`src/logic/strx_pkg.sv`:
```
package strx_pkg;
  // bus map, byte addresses
  localparam logic [7:0] A_CTRL = 8'h00;
  localparam logic [7:0] A_BAUD = 8'h04;
  localparam logic [7:0] A_TMO = 8'h08;
  localparam logic [7:0] A_ITEM = 8'h0C;
  localparam logic [7:0] A_WSEQ = 8'h10;
  localparam logic [7:0] A_RES = 8'h14;
  localparam logic [7:0] A_STAT = 8'h18;
  localparam logic [7:0] A_IRQ = 8'h1C;
  localparam logic [7:0] A_MASK = 8'h20;
  // reset values
  localparam logic [2:0] CTRL_RST = 3'h1;
  localparam logic [15:0] BAUD_RST = 16'h2580;
  localparam logic [15:0] TMO_RST = 16'h2710;
  // ctrl bits
  localparam int C_POL = 0;
  localparam int C_TEN = 1;
  localparam int C_SEL = 2;
  // irq bits
  localparam int I_DONE = 0;
  localparam int I_TMO = 1;
  localparam int I_OVR = 2;
  localparam int I_FRM = 3;
  localparam int NIRQ = 4;
  // timing
  localparam int CLK_NS = 25;
  localparam int MS_NS = 1000000;
  localparam int MS_CYC = (MS_NS + CLK_NS - 1) / CLK_NS;
  localparam int CLK_HZ = 1000000000 / CLK_NS;
  // character codes
  localparam logic [7:0] CH_0 = 8'h30;
  localparam logic [7:0] CH_1 = 8'h31;
  localparam logic [7:0] CH_9 = 8'h39;
  localparam logic [7:0] CH_A = 8'h41;
  localparam logic [7:0] CH_F = 8'h46;
  localparam logic [7:0] HEX_OFS = 8'h37;
  // item kinds
  typedef enum logic [2:0] {
    K_RAW = 3'h0, K_DEC = 3'h1, K_HEX = 3'h2,
    K_BIN = 3'h3, K_SKIP = 3'h4, K_WAIT = 3'h5
  } strx_kind_t;
  // destination widths
  localparam logic [1:0] W_BYTE = 2'h0;
  localparam logic [1:0] W_WORD = 2'h1;
  // item descriptor as written to A_ITEM
  typedef struct packed {
    logic [7:0] rsv2;
    logic [7:0] count;
    logic [1:0] rsv1;
    logic [5:0] limit;
    logic [1:0] rsv0;
    logic [1:0] width;
    logic rsv;
    strx_kind_t kind;
  } strx_item_t;
  // receiver states
  typedef enum logic [4:0] {
    R_IDLE = 5'h01, R_CHK = 5'h02, R_DATA = 5'h04,
    R_STOP = 5'h08, R_GAP = 5'h10
  } strx_rx_t;
endpackage : strx_pkg

```
`src/logic/strx_top.sv`:
```
module strx_top import strx_pkg::*; #(
  parameter int MS_CYCLES = MS_CYC
) (
  input wire logic REF_CLK,
  input wire logic RST_N,
  input wire logic [7:0] ADDR,
  input wire logic [31:0] WR_DATA,
  input wire logic WR_EN,
  input wire logic RD_EN,
  output logic [31:0] RD_DATA,
  input wire logic [1:0] RX_I,
  output logic [1:0] RX_O,
  output logic [1:0] RX_OE,
  output logic IRQ
);
  logic [1:0] s1_q, s2_q;
  logic [2:0] ctrl_q, ctrl_d;
  logic [15:0] baud_q, baud_d, tmo_q, tmo_d;
  logic [31:0] wseq_q, wseq_d, res_q, res_d, rd_q, rd_d;
  logic [NIRQ-1:0] irq_q, irq_d, mask_q, mask_d, ev;
  logic irqo_q, irqo_d;
  logic [1:0] oe_q, oe_d;
  strx_item_t it_q, it_d;
  logic act_q, act_d;
  logic [31:0] acc_q, acc_d;
  logic [5:0] ndig_q, ndig_d;
  logic [7:0] cnt_q, cnt_d;
  strx_rx_t rs_q, rs_d;
  logic [31:0] ph_q, ph_d;
  logic hcnt_q, hcnt_d;
  logic [2:0] bit_q, bit_d;
  logic [7:0] sh_q, sh_d;
  logic bv_q, bv_d;
  logic [7:0] byte_q, byte_d;
  logic [31:0] msc_q, msc_d;
  logic [15:0] ms_q, ms_d;
  logic line, htick, dv;
  logic [4:0] dval;
  logic [31:0] base, nacc;

  // two-stage synchroniser on both lines
  always_ff @(posedge REF_CLK or negedge RST_N) begin
    if (!RST_N) begin
      s1_q <= 2'h0;
      s2_q <= 2'h0;
    end else begin
      s1_q <= RX_I;
      s2_q <= s1_q;
    end
  end

  // data sense of the selected line
  assign line = ctrl_q[C_POL] ? ~s2_q[ctrl_q[C_SEL]] : s2_q[ctrl_q[C_SEL]];

  // half-bit tick from phase accumulator
  assign htick = (ph_q + {15'h0, baud_q, 1'b0}) >= 32'(CLK_HZ);

  // digit classifier for the active conversion
  always_comb begin
    dv = 1'b0;
    dval = 5'h0;
    base = 32'h0;
    case (it_q.kind)
      K_DEC: begin
        base = 32'hA;
        dv = byte_q >= CH_0 && byte_q <= CH_9;
        dval = 5'(byte_q - CH_0);
      end
      K_HEX: begin
        base = 32'h10;
        if (byte_q >= CH_0 && byte_q <= CH_9) begin
          dv = 1'b1;
          dval = 5'(byte_q - CH_0);
        end else if (byte_q >= CH_A && byte_q <= CH_F) begin
          dv = 1'b1;
          dval = 5'(byte_q - HEX_OFS);
        end
      end
      K_BIN: begin
        base = 32'h2;
        dv = byte_q == CH_0 || byte_q == CH_1;
        dval = 5'(byte_q - CH_0);
      end
      default: begin
      end
    endcase
    nacc = 32'(acc_q * base) + {27'h0, dval};
    if (it_q.kind == K_DEC) begin
      nacc = {16'h0, nacc[15:0]};
    end
  end

  // next state of registers, receiver and item engine
  always_comb begin
    ctrl_d = ctrl_q;
    baud_d = baud_q;
    tmo_d = tmo_q;
    wseq_d = wseq_q;
    mask_d = mask_q;
    it_d = it_q;
    act_d = act_q;
    res_d = res_q;
    acc_d = acc_q;
    ndig_d = ndig_q;
    cnt_d = cnt_q;
    oe_d = oe_q;
    rs_d = rs_q;
    ph_d = htick ? ph_q + {15'h0, baud_q, 1'b0} - 32'(CLK_HZ) : ph_q + {15'h0, baud_q, 1'b0};
    hcnt_d = hcnt_q;
    bit_d = bit_q;
    sh_d = sh_q;
    bv_d = 1'b0;
    byte_d = byte_q;
    msc_d = msc_q;
    ms_d = ms_q;
    ev = '0;
    rd_d = 32'h0;
    // receiver
    case (rs_q)
      R_IDLE: begin
        ph_d = 32'h0;
        if (!line) begin
          rs_d = R_CHK;
        end
      end
      R_CHK: begin
        if (htick) begin
          hcnt_d = 1'b0;
          bit_d = 3'h0;
          rs_d = line ? R_IDLE : R_DATA;
        end
      end
      R_DATA: begin
        if (htick) begin
          hcnt_d = ~hcnt_q;
          if (hcnt_q) begin
            sh_d = {line, sh_q[7:1]};
            bit_d = bit_q + 3'h1;
            if (bit_q == 3'h7) begin
              rs_d = R_STOP;
            end
          end
        end
      end
      R_STOP: begin
        if (htick) begin
          hcnt_d = ~hcnt_q;
          if (hcnt_q) begin
            if (line) begin
              bv_d = 1'b1;
              byte_d = sh_q;
              rs_d = R_IDLE;
            end else begin
              ev[I_FRM] = 1'b1;
              rs_d = R_GAP;
            end
          end
        end
      end
      R_GAP: begin
        ph_d = 32'h0;
        if (line) begin
          rs_d = R_IDLE;
        end
      end
      default: rs_d = R_IDLE;
    endcase
    // start wait timer, runs only while idle with an item
    if (act_q && rs_q == R_IDLE && ctrl_q[C_TEN]) begin
      msc_d = msc_q + 32'h1;
      if (msc_q >= 32'(MS_CYCLES - 1)) begin
        msc_d = 32'h0;
        ms_d = ms_q + 16'h1;
      end
      if (ms_q >= tmo_q) begin
        act_d = 1'b0;
        ev[I_TMO] = 1'b1;
      end
    end else begin
      msc_d = 32'h0;
      ms_d = 16'h0;
    end
    // item engine, one byte handled per cycle
    if (bv_q) begin
      if (!act_q) begin
        ev[I_OVR] = 1'b1;
      end else begin
        case (it_q.kind)
          K_RAW: begin
            res_d = {24'h0, byte_q};
            act_d = 1'b0;
            ev[I_DONE] = 1'b1;
          end
          K_SKIP: begin
            cnt_d = cnt_q + 8'h1;
            if (cnt_q + 8'h1 >= it_q.count) begin
              act_d = 1'b0;
              ev[I_DONE] = 1'b1;
            end
          end
          K_WAIT: begin
            if (byte_q == wseq_q[8*cnt_q[1:0] +: 8]) begin
              cnt_d = cnt_q + 8'h1;
              if (cnt_q + 8'h1 >= it_q.count) begin
                it_d.kind = K_RAW;
              end
            end else begin
              cnt_d = (byte_q == wseq_q[7:0]) ? 8'h1 : 8'h0;
            end
          end
          default: begin
            if (dv) begin
              acc_d = nacc;
              ndig_d = ndig_q + 6'h1;
              if (it_q.limit != 6'h0 && ndig_q + 6'h1 >= it_q.limit) begin
                act_d = 1'b0;
                ev[I_DONE] = 1'b1;
              end
            end else if (ndig_q != 6'h0) begin
              act_d = 1'b0;
              ev[I_DONE] = 1'b1;
            end
          end
        endcase
        if (ev[I_DONE] && it_q.kind != K_RAW) begin
          res_d = acc_d;
          if (it_q.width == W_BYTE) begin
            res_d = {24'h0, acc_d[7:0]};
          end else if (it_q.width == W_WORD) begin
            res_d = {16'h0, acc_d[15:0]};
          end
        end
      end
    end
    // register writes
    if (WR_EN) begin
      if (ADDR == A_CTRL) begin
        ctrl_d = WR_DATA[2:0];
      end else if (ADDR == A_BAUD) begin
        baud_d = WR_DATA[15:0];
      end else if (ADDR == A_TMO) begin
        tmo_d = WR_DATA[15:0];
      end else if (ADDR == A_WSEQ) begin
        wseq_d = WR_DATA;
      end else if (ADDR == A_MASK) begin
        mask_d = WR_DATA[NIRQ-1:0];
      end else if (ADDR == A_ITEM) begin
        it_d = strx_item_t'(WR_DATA);
        act_d = 1'b1;
        acc_d = 32'h0;
        ndig_d = 6'h0;
        cnt_d = 8'h0;
        msc_d = 32'h0;
        ms_d = 16'h0;
        oe_d = 2'h0;
        if ((it_d.kind == K_SKIP || it_d.kind == K_WAIT) && it_d.count == 8'h0) begin
          if (it_d.kind == K_SKIP) begin
            act_d = 1'b0;
            ev[I_DONE] = 1'b1;
          end else begin
            it_d.kind = K_RAW;
          end
        end
      end
    end
    // interrupt status, set wins over write-one clear
    irq_d = irq_q;
    if (WR_EN && ADDR == A_IRQ) begin
      irq_d = irq_q & ~WR_DATA[NIRQ-1:0];
    end
    irq_d = irq_d | ev;
    irqo_d = |(irq_d & mask_d);
    // register reads
    if (RD_EN) begin
      if (ADDR == A_CTRL) begin
        rd_d = {29'h0, ctrl_q};
      end else if (ADDR == A_BAUD) begin
        rd_d = {16'h0, baud_q};
      end else if (ADDR == A_TMO) begin
        rd_d = {16'h0, tmo_q};
      end else if (ADDR == A_ITEM) begin
        rd_d = it_q;
      end else if (ADDR == A_WSEQ) begin
        rd_d = wseq_q;
      end else if (ADDR == A_RES) begin
        rd_d = res_q;
      end else if (ADDR == A_STAT) begin
        rd_d = {16'h0, ms_q[7:0], 1'b0, line, rs_q, act_q};
      end else if (ADDR == A_IRQ) begin
        rd_d = {28'h0, irq_q};
      end else if (ADDR == A_MASK) begin
        rd_d = {28'h0, mask_q};
      end
    end
  end

  // state registers
  always_ff @(posedge REF_CLK or negedge RST_N) begin
    if (!RST_N) begin
      ctrl_q <= CTRL_RST;
      baud_q <= BAUD_RST;
      tmo_q <= TMO_RST;
      wseq_q <= 32'h0;
      mask_q <= '0;
      irq_q <= '0;
      irqo_q <= 1'b0;
      it_q <= '0;
      act_q <= 1'b0;
      res_q <= 32'h0;
      rd_q <= 32'h0;
      acc_q <= 32'h0;
      ndig_q <= 6'h0;
      cnt_q <= 8'h0;
      oe_q <= 2'h0;
      rs_q <= R_IDLE;
      ph_q <= 32'h0;
      hcnt_q <= 1'b0;
      bit_q <= 3'h0;
      sh_q <= 8'h0;
      bv_q <= 1'b0;
      byte_q <= 8'h0;
      msc_q <= 32'h0;
      ms_q <= 16'h0;
    end else begin
      ctrl_q <= ctrl_d;
      baud_q <= baud_d;
      tmo_q <= tmo_d;
      wseq_q <= wseq_d;
      mask_q <= mask_d;
      irq_q <= irq_d;
      irqo_q <= irqo_d;
      it_q <= it_d;
      act_q <= act_d;
      res_q <= res_d;
      rd_q <= rd_d;
      acc_q <= acc_d;
      ndig_q <= ndig_d;
      cnt_q <= cnt_d;
      oe_q <= oe_d;
      rs_q <= rs_d;
      ph_q <= ph_d;
      hcnt_q <= hcnt_d;
      bit_q <= bit_d;
      sh_q <= sh_d;
      bv_q <= bv_d;
      byte_q <= byte_d;
      msc_q <= msc_d;
      ms_q <= ms_d;
    end
  end

  // outputs straight from flops, except RX_O which is tied low
  assign RD_DATA = rd_q;
  assign RX_OE = oe_q;
  assign RX_O = 2'h0;
  assign IRQ = irqo_q;

  // checks
  oe_input_a: assert property (@(posedge REF_CLK) disable iff (!RST_N) act_q |-> RX_OE == 2'h0)
    else $error("line driven during receive");
  tmo_abort_a: assert property (@(posedge REF_CLK) disable iff (!RST_N)
    ev[I_TMO] |=> !act_q && irq_q[I_TMO])
    else $error("timeout did not abort");
  no_tmo_a: assert property (@(posedge REF_CLK) disable iff (!RST_N) !ctrl_q[C_TEN] |-> !ev[I_TMO])
    else $error("timeout while disabled");
  raw_code_a: assert property (@(posedge REF_CLK) disable iff (!RST_N)
    bv_q && act_q && it_q.kind == K_RAW |=> res_q == {24'h0, $past(byte_q)} && !act_q)
    else $error("raw byte not delivered");
  dec_wrap_a: assert property (@(posedge REF_CLK) disable iff (!RST_N)
    act_q && it_q.kind == K_DEC |-> acc_q[31:16] == 16'h0)
    else $error("decimal accumulator above 16 bits");
  byte_trim_a: assert property (@(posedge REF_CLK) disable iff (!RST_N)
    ev[I_DONE] && act_q && it_q.width == W_BYTE |=> res_q[31:8] == 24'h0)
    else $error("byte result not trimmed");
  lim_stop_a: assert property (@(posedge REF_CLK) disable iff (!RST_N)
    act_q && it_q.limit != 6'h0 && it_q.kind inside {K_DEC, K_HEX, K_BIN} |-> ndig_q < it_q.limit)
    else $error("digit limit exceeded");
  lead_skip_a: assert property (@(posedge REF_CLK) disable iff (!RST_N)
    bv_q && act_q && it_q.kind == K_DEC && !dv && ndig_q == 6'h0 |=> act_q)
    else $error("conversion ended without digits");
  ovr_flag_a: assert property (@(posedge REF_CLK) disable iff (!RST_N)
    bv_q && !act_q |=> irq_q[I_OVR])
    else $error("lost byte not flagged");
  irq_out_a: assert property (@(posedge REF_CLK) disable iff (!RST_N)
    IRQ == |(irq_q & mask_q))
    else $error("interrupt not raised");
  raw_c: cover property (@(posedge REF_CLK) disable iff (!RST_N) bv_q && act_q && it_q.kind == K_RAW);
  dec_c: cover property (@(posedge REF_CLK) disable iff (!RST_N) ev[I_DONE] && it_q.kind == K_DEC);
  tmo_c: cover property (@(posedge REF_CLK) disable iff (!RST_N) ev[I_TMO]);
  wait_c: cover property (@(posedge REF_CLK) disable iff (!RST_N) it_q.kind == K_WAIT && it_d.kind == K_RAW);
endmodule : strx_top

```
`config.mk`:
```
export PLATFORM = sky130hd
export DESIGN_NAME = strx_top
export DESIGN_NICKNAME = d
export VERILOG_FILES = /design/src/logic/strx_pkg.sv /design/src/logic/strx_top.sv
export SDC_FILE = /design/constraint.sdc
export NUM_CORES = 1
export LEC_CHECK = 0
export BUFFER_PORTS_ARGS = -buffer_cell sky130_fd_sc_hd__buf_4
export CAP_MARGIN = 20
export CORE_AREA = 2 2 190 192
export DETAILED_ROUTE_END_ITERATION = 10
export DIE_AREA = 0 0 192 194
export PLACE_DENSITY = 0.78
export SYNTH_ARGS = -nofsm -noshare
export SYNTH_HDL_FRONTEND = slang
export SYNTH_SLANG_ARGS = --single-unit
```
`constraint.sdc`:
```
create_clock -name REF_CLK -period 8.2 [get_ports REF_CLK]
set_input_delay 0.82 -clock REF_CLK [delete_from_list [all_inputs] [get_ports REF_CLK]]
set_output_delay 0.82 -clock REF_CLK [all_outputs]
set_load 0.05 [all_outputs]
```
# Yosys cells after proc, flatten, opt, wreduce, memory -nomap -nowiden
# Index checks and enable logic that the tools add are counted.
# classes
addsub,10
multipliers,1
n_div,0
n_lt_le_gt_ge,10
eq_ne,35
shifts,1
muxes,166
n_bitwise,11
reduce_logical,36
# ops
operator,n
32-bit 2-to-1 mux,34
16-bit 2-to-1 mux,10
8-bit 2-to-1 mux,10
6-bit 2-to-1 mux,11
5-bit 2-to-1 mux,11
1-bit 2-to-1 mux,54
3-bit 2-to-1 mux,18
4-bit 2-to-1 mux,9
"32-bit by 1-bit adder with 32-bit output, second input constant",1
32-bit by 17-bit adder with 32-bit output,1
32-bit by 5-bit adder with 32-bit output,1
"8-bit by 5-bit equality test with 1-bit output, second input constant",4
"32-bit by 16-bit greater-or-equal comparator with 1-bit output, second input constant",1
"32-bit by 26-bit greater-or-equal comparator with 1-bit output, second input constant",1
32-bit by 32-bit multiplier with 32-bit output,1
32-bit by 6-bit variable part select with 8-bit output,1
"32-bit by 26-bit subtractor with 32-bit output, second input constant",1
5-bit case mux with 5 select lines,1
"8-bit by 6-bit equality test with 1-bit output, second input constant",3
"16-bit by 1-bit adder with 16-bit output, second input constant",1
"8-bit by 4-bit equality test with 1-bit output, second input constant",2
8-bit equality test,2
16-bit greater-or-equal comparator,1
8-bit zero test,2
49 further kinds,89
# totals
reg_bits,329
latchBits,0
ramBits,0
mem_bits_ro,0
in_bits,46
out_inout_bits,37
word_cells,302
memories,0

# Longest topological paths before layout
# depth
ltp_word,23
depth_mapped,26
depth_no_buf,25

# Worst setup path after synthesis
# OpenSTA, ideal clock, no wires.
# synth_timing
kind,register -> register
from,register byte_q[4]
to,register acc_q[31]
setup_time_ns,0.078
arrival_ns,5.793
required_time_ns,8.122
slack_ns,2.329
path_stages_with_launch,24
path_buffers,1
synth_period_minus_slack_ns,5.871
path_cell_list,dfrtp_1 buf_2 or4b_2 nor4_2 nand2_1 nor2_1 nor2_1 nor2_1 ha_1 ha_1 fa_1 inv_1 fa_1 nor2b_1 nor4_1 or4b_2 a21oi_1 o21ai_0 o211a_1 nor3_1 o41a_1 mux2i_1 o21ai_0 a21oi_1
# synth_between
elab_chain_cells,18
elab_cells_between_ends,30
cone_classes,add/sub: 3; order compare: 4; eq/ne: 2; mux: 18; reduce/logical: 3
# synth_rtl
element,line_no,text
from (decl),strx_top.sv:34,"logic [7:0] byte_q, byte_d;"
from (signal assigned),strx_top.sv:346,byte_q <= byte_d;
8-bit by 7-bit greater-or-equal comparator with 1-bit output or 8-bit by 7-bit <= comparator with 1-bit output (tied branches),strx_top.sv:74,end else if (byte_q >= CH_A && byte_q <= CH_F) begin
1-bit logical AND,strx_top.sv:74,
5-bit 2-to-1 mux,strx_top.sv:74,
5-bit 2-to-1 mux,strx_top.sv:71,if (byte_q >= CH_0 && byte_q <= CH_9) begin
5-bit case mux with 2 select lines,strx_top.sv:63,case (it_q.kind)
32-bit by 5-bit adder with 32-bit output,strx_top.sv:87,"nacc = 32'(acc_q * base) + {27'h0, dval};"
32-bit 2-to-1 mux,strx_top.sv:88,if (it_q.kind == K_DEC) begin
32-bit 2-to-1 mux *,strx_top.sv:212,if (dv) begin
[3 not listed],-,
32-bit 2-to-1 mux,strx_top.sv:247,end else if (ADDR == A_ITEM) begin
32-bit 2-to-1 mux,strx_top.sv:245,end else if (ADDR == A_MASK) begin
32-bit 2-to-1 mux,strx_top.sv:243,end else if (ADDR == A_WSEQ) begin
32-bit 2-to-1 mux,strx_top.sv:241,end else if (ADDR == A_TMO) begin
32-bit 2-to-1 mux,strx_top.sv:239,end else if (ADDR == A_BAUD) begin
32-bit 2-to-1 mux,strx_top.sv:237,if (ADDR == A_CTRL) begin
32-bit 2-to-1 mux *,strx_top.sv:236,if (WR_EN) begin
named net acc_d[31],strx_top.sv:25,"logic [31:0] acc_q, acc_d;"
to (signal assigned),strx_top.sv:311,acc_q <= 32'h0;
to (signal assigned),strx_top.sv:336,acc_q <= acc_d;
to (decl),strx_top.sv:25,
# The timed path passes the listed nets; every way through them passes the cells marked *.
# A chain may end at the register's enable or synchronous reset.

# Final worst setup path
# Same ends and word-level chain as after synthesis.

==> metrics.yaml <==
power_and_ir_drop:
  p_leak_nw: 11.1
  ir_drop_v: 0.000236
  power.density_nw_per_um2: 204
cells_and_area:
  seqCellArea_um2: 8220
  num-nets-final: 2489
  drive_gt1_frac: 0.134
  num-fill-cells: 2757
  multi_input_area_um2: 11700
  diodes: 0
  syn2layout_area_growth_pct: 10.7
floorplan:
  die-area_um2: 37200
  start_util: 0.593
  die_width_um: 192
  die_y_um: 194
  rows: 69
  ios: 83
  coreArea_um2: 35200
place:
  gp_congestion: 0.950
  port_buffers: 78
  dp_hpwl_mm: 40.1
  dpl_worst_slack_ps: 1700
yosys:
  synth_cell_type_count: 98
  synth-seq-cells: 328
  synth-edff-count: 0
  ys_top_cells_by_count: "dfrtp_1 (317), nand2_1 (248), inv_1 (174)"
  ys.flop_type: "dfrtp_1"
  synth_warnings: 0
  synthMostInstantiatedCell: "dfrtp_1"
  syn_inst: 2212
  syn_area_per_cell_um2: 9.45
  synth.top_cell.area_share: 0.380
  yosys.area.top_type: "dfrtp_1"
  synth_area_um2: 20900
  synth.area.top_cells: "dfrtp_1 (38%), ha_1 (8.7%), nand2_1 (4.5%), mux2_2 (4.3%), inv_1 (3.1%)"
  yosysSeqAreaShare: 0.393
  async_reset_ff_frac: 1.00
routing:
  via_per_inst: 6.29
  drc_errors: 0
  route.vias.total: 17300
  first_pass_iters: 7
  drtAntennaViolNets: 0
  avgRoutedWirePerCell_um: 20.2
  drtIter0Drc: 1620
  wirelength_mm: 55.6
sta:
  maxSlewHeadroom: 0.260
  fin_setup_tns_ps: 0
  fin_ws_ps: 1510
  fmax_mhz: 149
  holdWs_ps: 277
  rsz0062_at_grt: "false"
  final.setup_skew_ps: 22.7
  period_share: 0.816
  period_minus_slack_ps: 6690
  setup_violations: 0
  hold_violations: 0
  slew_viol_final: 0
  tightestPinTransition_ps: 1110
worst_setup_path:
  cp_max_fo: 7
  crit_arrival_ps: 7130
  startpoint_type: "flop"
  critPathKind: "reg2reg"
  crit_path_end_kind: "flop"
  worstPathRequired_ps: 8640
grt:
  antenna_found_initial: 1
  overflow: 0
  grt_pass1_wl_mm: 90.8
  grt_util_all_layers: 0.305
  grt_max_degree: 168
  grt_pass1_vias: 17400
clocking:
  clockRootBuffer: "clkbuf_16"
  clkLatencyLatePin_ps: 530
  cts_tree: "done"
  cts_buffer_depth: 3
  ctsHoldBuffers: 0
  cts_inserted_buffers: 34
  htree_levels: 2
  ctsResizeCount: 0
  cts.clk_slew.worst_paths_ps: 60
  post_cts_buffers: 0
  clock-sinks: 328
run:
  maxCapViolCount: 0
run_status:
  status: "completed"
worst_hold_path:
  hp-class: "in2async"
## cells by family (layout without fill, tap and decap cells)
family / Yosys count / in the layout / synth area share
AND/OR/NAND/NOR: 736 / 736 / 0.170
AO/OA/AOI/OAI: 475 / 475 / 0.158
flip-flops: 328 / 328 / 0.393
buffers and inverters: 272 / 333 / 0.0506
adder cells (fa/ha/maj): 175 / 175 / 0.116
XOR/XNOR: 114 / 114 / 0.0478
multiplexers: 111 / 111 / 0.0644
other: 1 / 20 / 0.000179
## worst paths after layout
| check | slack (ps) | depth (start not counted) | to | start |
|---|---|---|---|---|
| worst min register to register | 350 | 0 | s2_q[0]$_DFF_PN0_ | s1_q[0]$_DFF_PN0_ |
| worst max register to register | 1510 | 22 | acc_q[31]$_DFF_PN0_ | byte_q[4]$_DFFE_PN0P_ |
| worst min-delay path | 280 | 1 | msc_q[18]$_DFF_PN0_ | RST_N |
| max in group asynchronous | 6600 | 2 | ph_q[27]$_DFF_PN0_ | RST_N |
| worst max-delay path | 1510 | 22 | acc_q[31]$_DFF_PN0_ | byte_q[4]$_DFFE_PN0P_ |
| min in group REF_CLK | 350 | 0 | s2_q[0]$_DFF_PN0_ | s1_q[0]$_DFF_PN0_ |
## worst max-delay path, stage by stage, from the launching register on
cell and delay (ps):
dfrtp_1 470, or4b_2 710, nor4_2 410, nand2_1 120
nor2_1 110, nor2_1 40, nor2_1 130, ha_1 250
ha_1 330, fa_1 580, inv_1 70, fa_1 430
nor2b_1 180, nor4_1 80, or4b_2 640, a21oi_1 300
o21ai_0 230, o211a_1 310, nor3_1 370, o41a_1 250
mux2i_1 230, o21ai_0 140, a21oi_1 230
## layout by cell type (no fill, tap or decap), types with 20 or more instances in the layout
cell / n
a222oi_1: 23
fa_1: 30
a21o_1: 33
and2_1: 49
dfrtp_1: 317
nor2_1: 153
buf_4: 95
a22oi_1: 40
nand2_1: 248
nand3_1: 61
nand4_1: 23
mux2_2: 80
conb_1: 20
clkbuf_16: 35
ha_1: 145
a21oi_1: 112
xor2_1: 41
xnor2_1: 73
o21ai_0: 97
nor3_1: 40
and3_1: 63
inv_1: 174
## power by group
| group | switching [mW] | internal (mW) | total [mW] | leakage, nW |
|---|---|---|---|---|
| sequential | 0.0892 | 1.70 | 1.79 | 4.19 |
| clock | 0.666 | 0.965 | 1.63 | 0.581 |
| combinational | 0.783 | 0.520 | 1.30 | 6.36 |
| total | 1.54 | 3.19 | 4.73 | 11.1 |
## metrics by stage
step,power [mW],cells,utilization,instance area [µm²]
2_1_floorplan,2.75,2231,-,21000
3_3_place_gp,3.05,2690,0.622,21900
3_5_place_dp,3.10,2690,0.622,21900
4_1_cts,4.73,2750,0.656,23100
5_1_grt,5.00,2753,0.657,23100
6_report,4.73,2753,0.657,23100
## per-layer routing
metal | global-route usage | vias to the layer above | wire length (µm)
met4 | 0.119 | 0 | 2300
met2 | 0.494 | 752 | 26400
li1 | - | 7915 | -
met1 | 0.410 | 8479 | 22600
met3 | 0.0483 | 166 | 4270
met5 | 0 | - | 0
## cell type report
type                            instances  area share
Sequential cell                       328       0.355
Multi-Input combinational cell       1631       0.507
Clock buffer                           45      0.0416
Inverter                              175      0.0284
Tap cell                              461      0.0249
Timing Repair Buffer                   98      0.0335
Clock inverter                         15     0.00887
## state kept, by name, indices dropped and copies added, names as in the netlist, 4 cells and up
| name | flops |
|---|---|
| ndig_q | 6 |
| res_q | 32 |
| irq_q | 4 |
| tmo_q | 16 |
| RD_DATA | 32 |
| acc_q | 32 |
| msc_q | 32 |
| rs_q | 5 |
| baud_q | 16 |
| mask_q | 4 |
| ph_q | 31 |
| sh_q | 8 |
| it_q | 32 |
| cnt_q | 8 |
| byte_q | 8 |
| ms_q | 16 |
| wseq_q | 32 |
No activity file was read; power rests on OpenSTA's default activity.
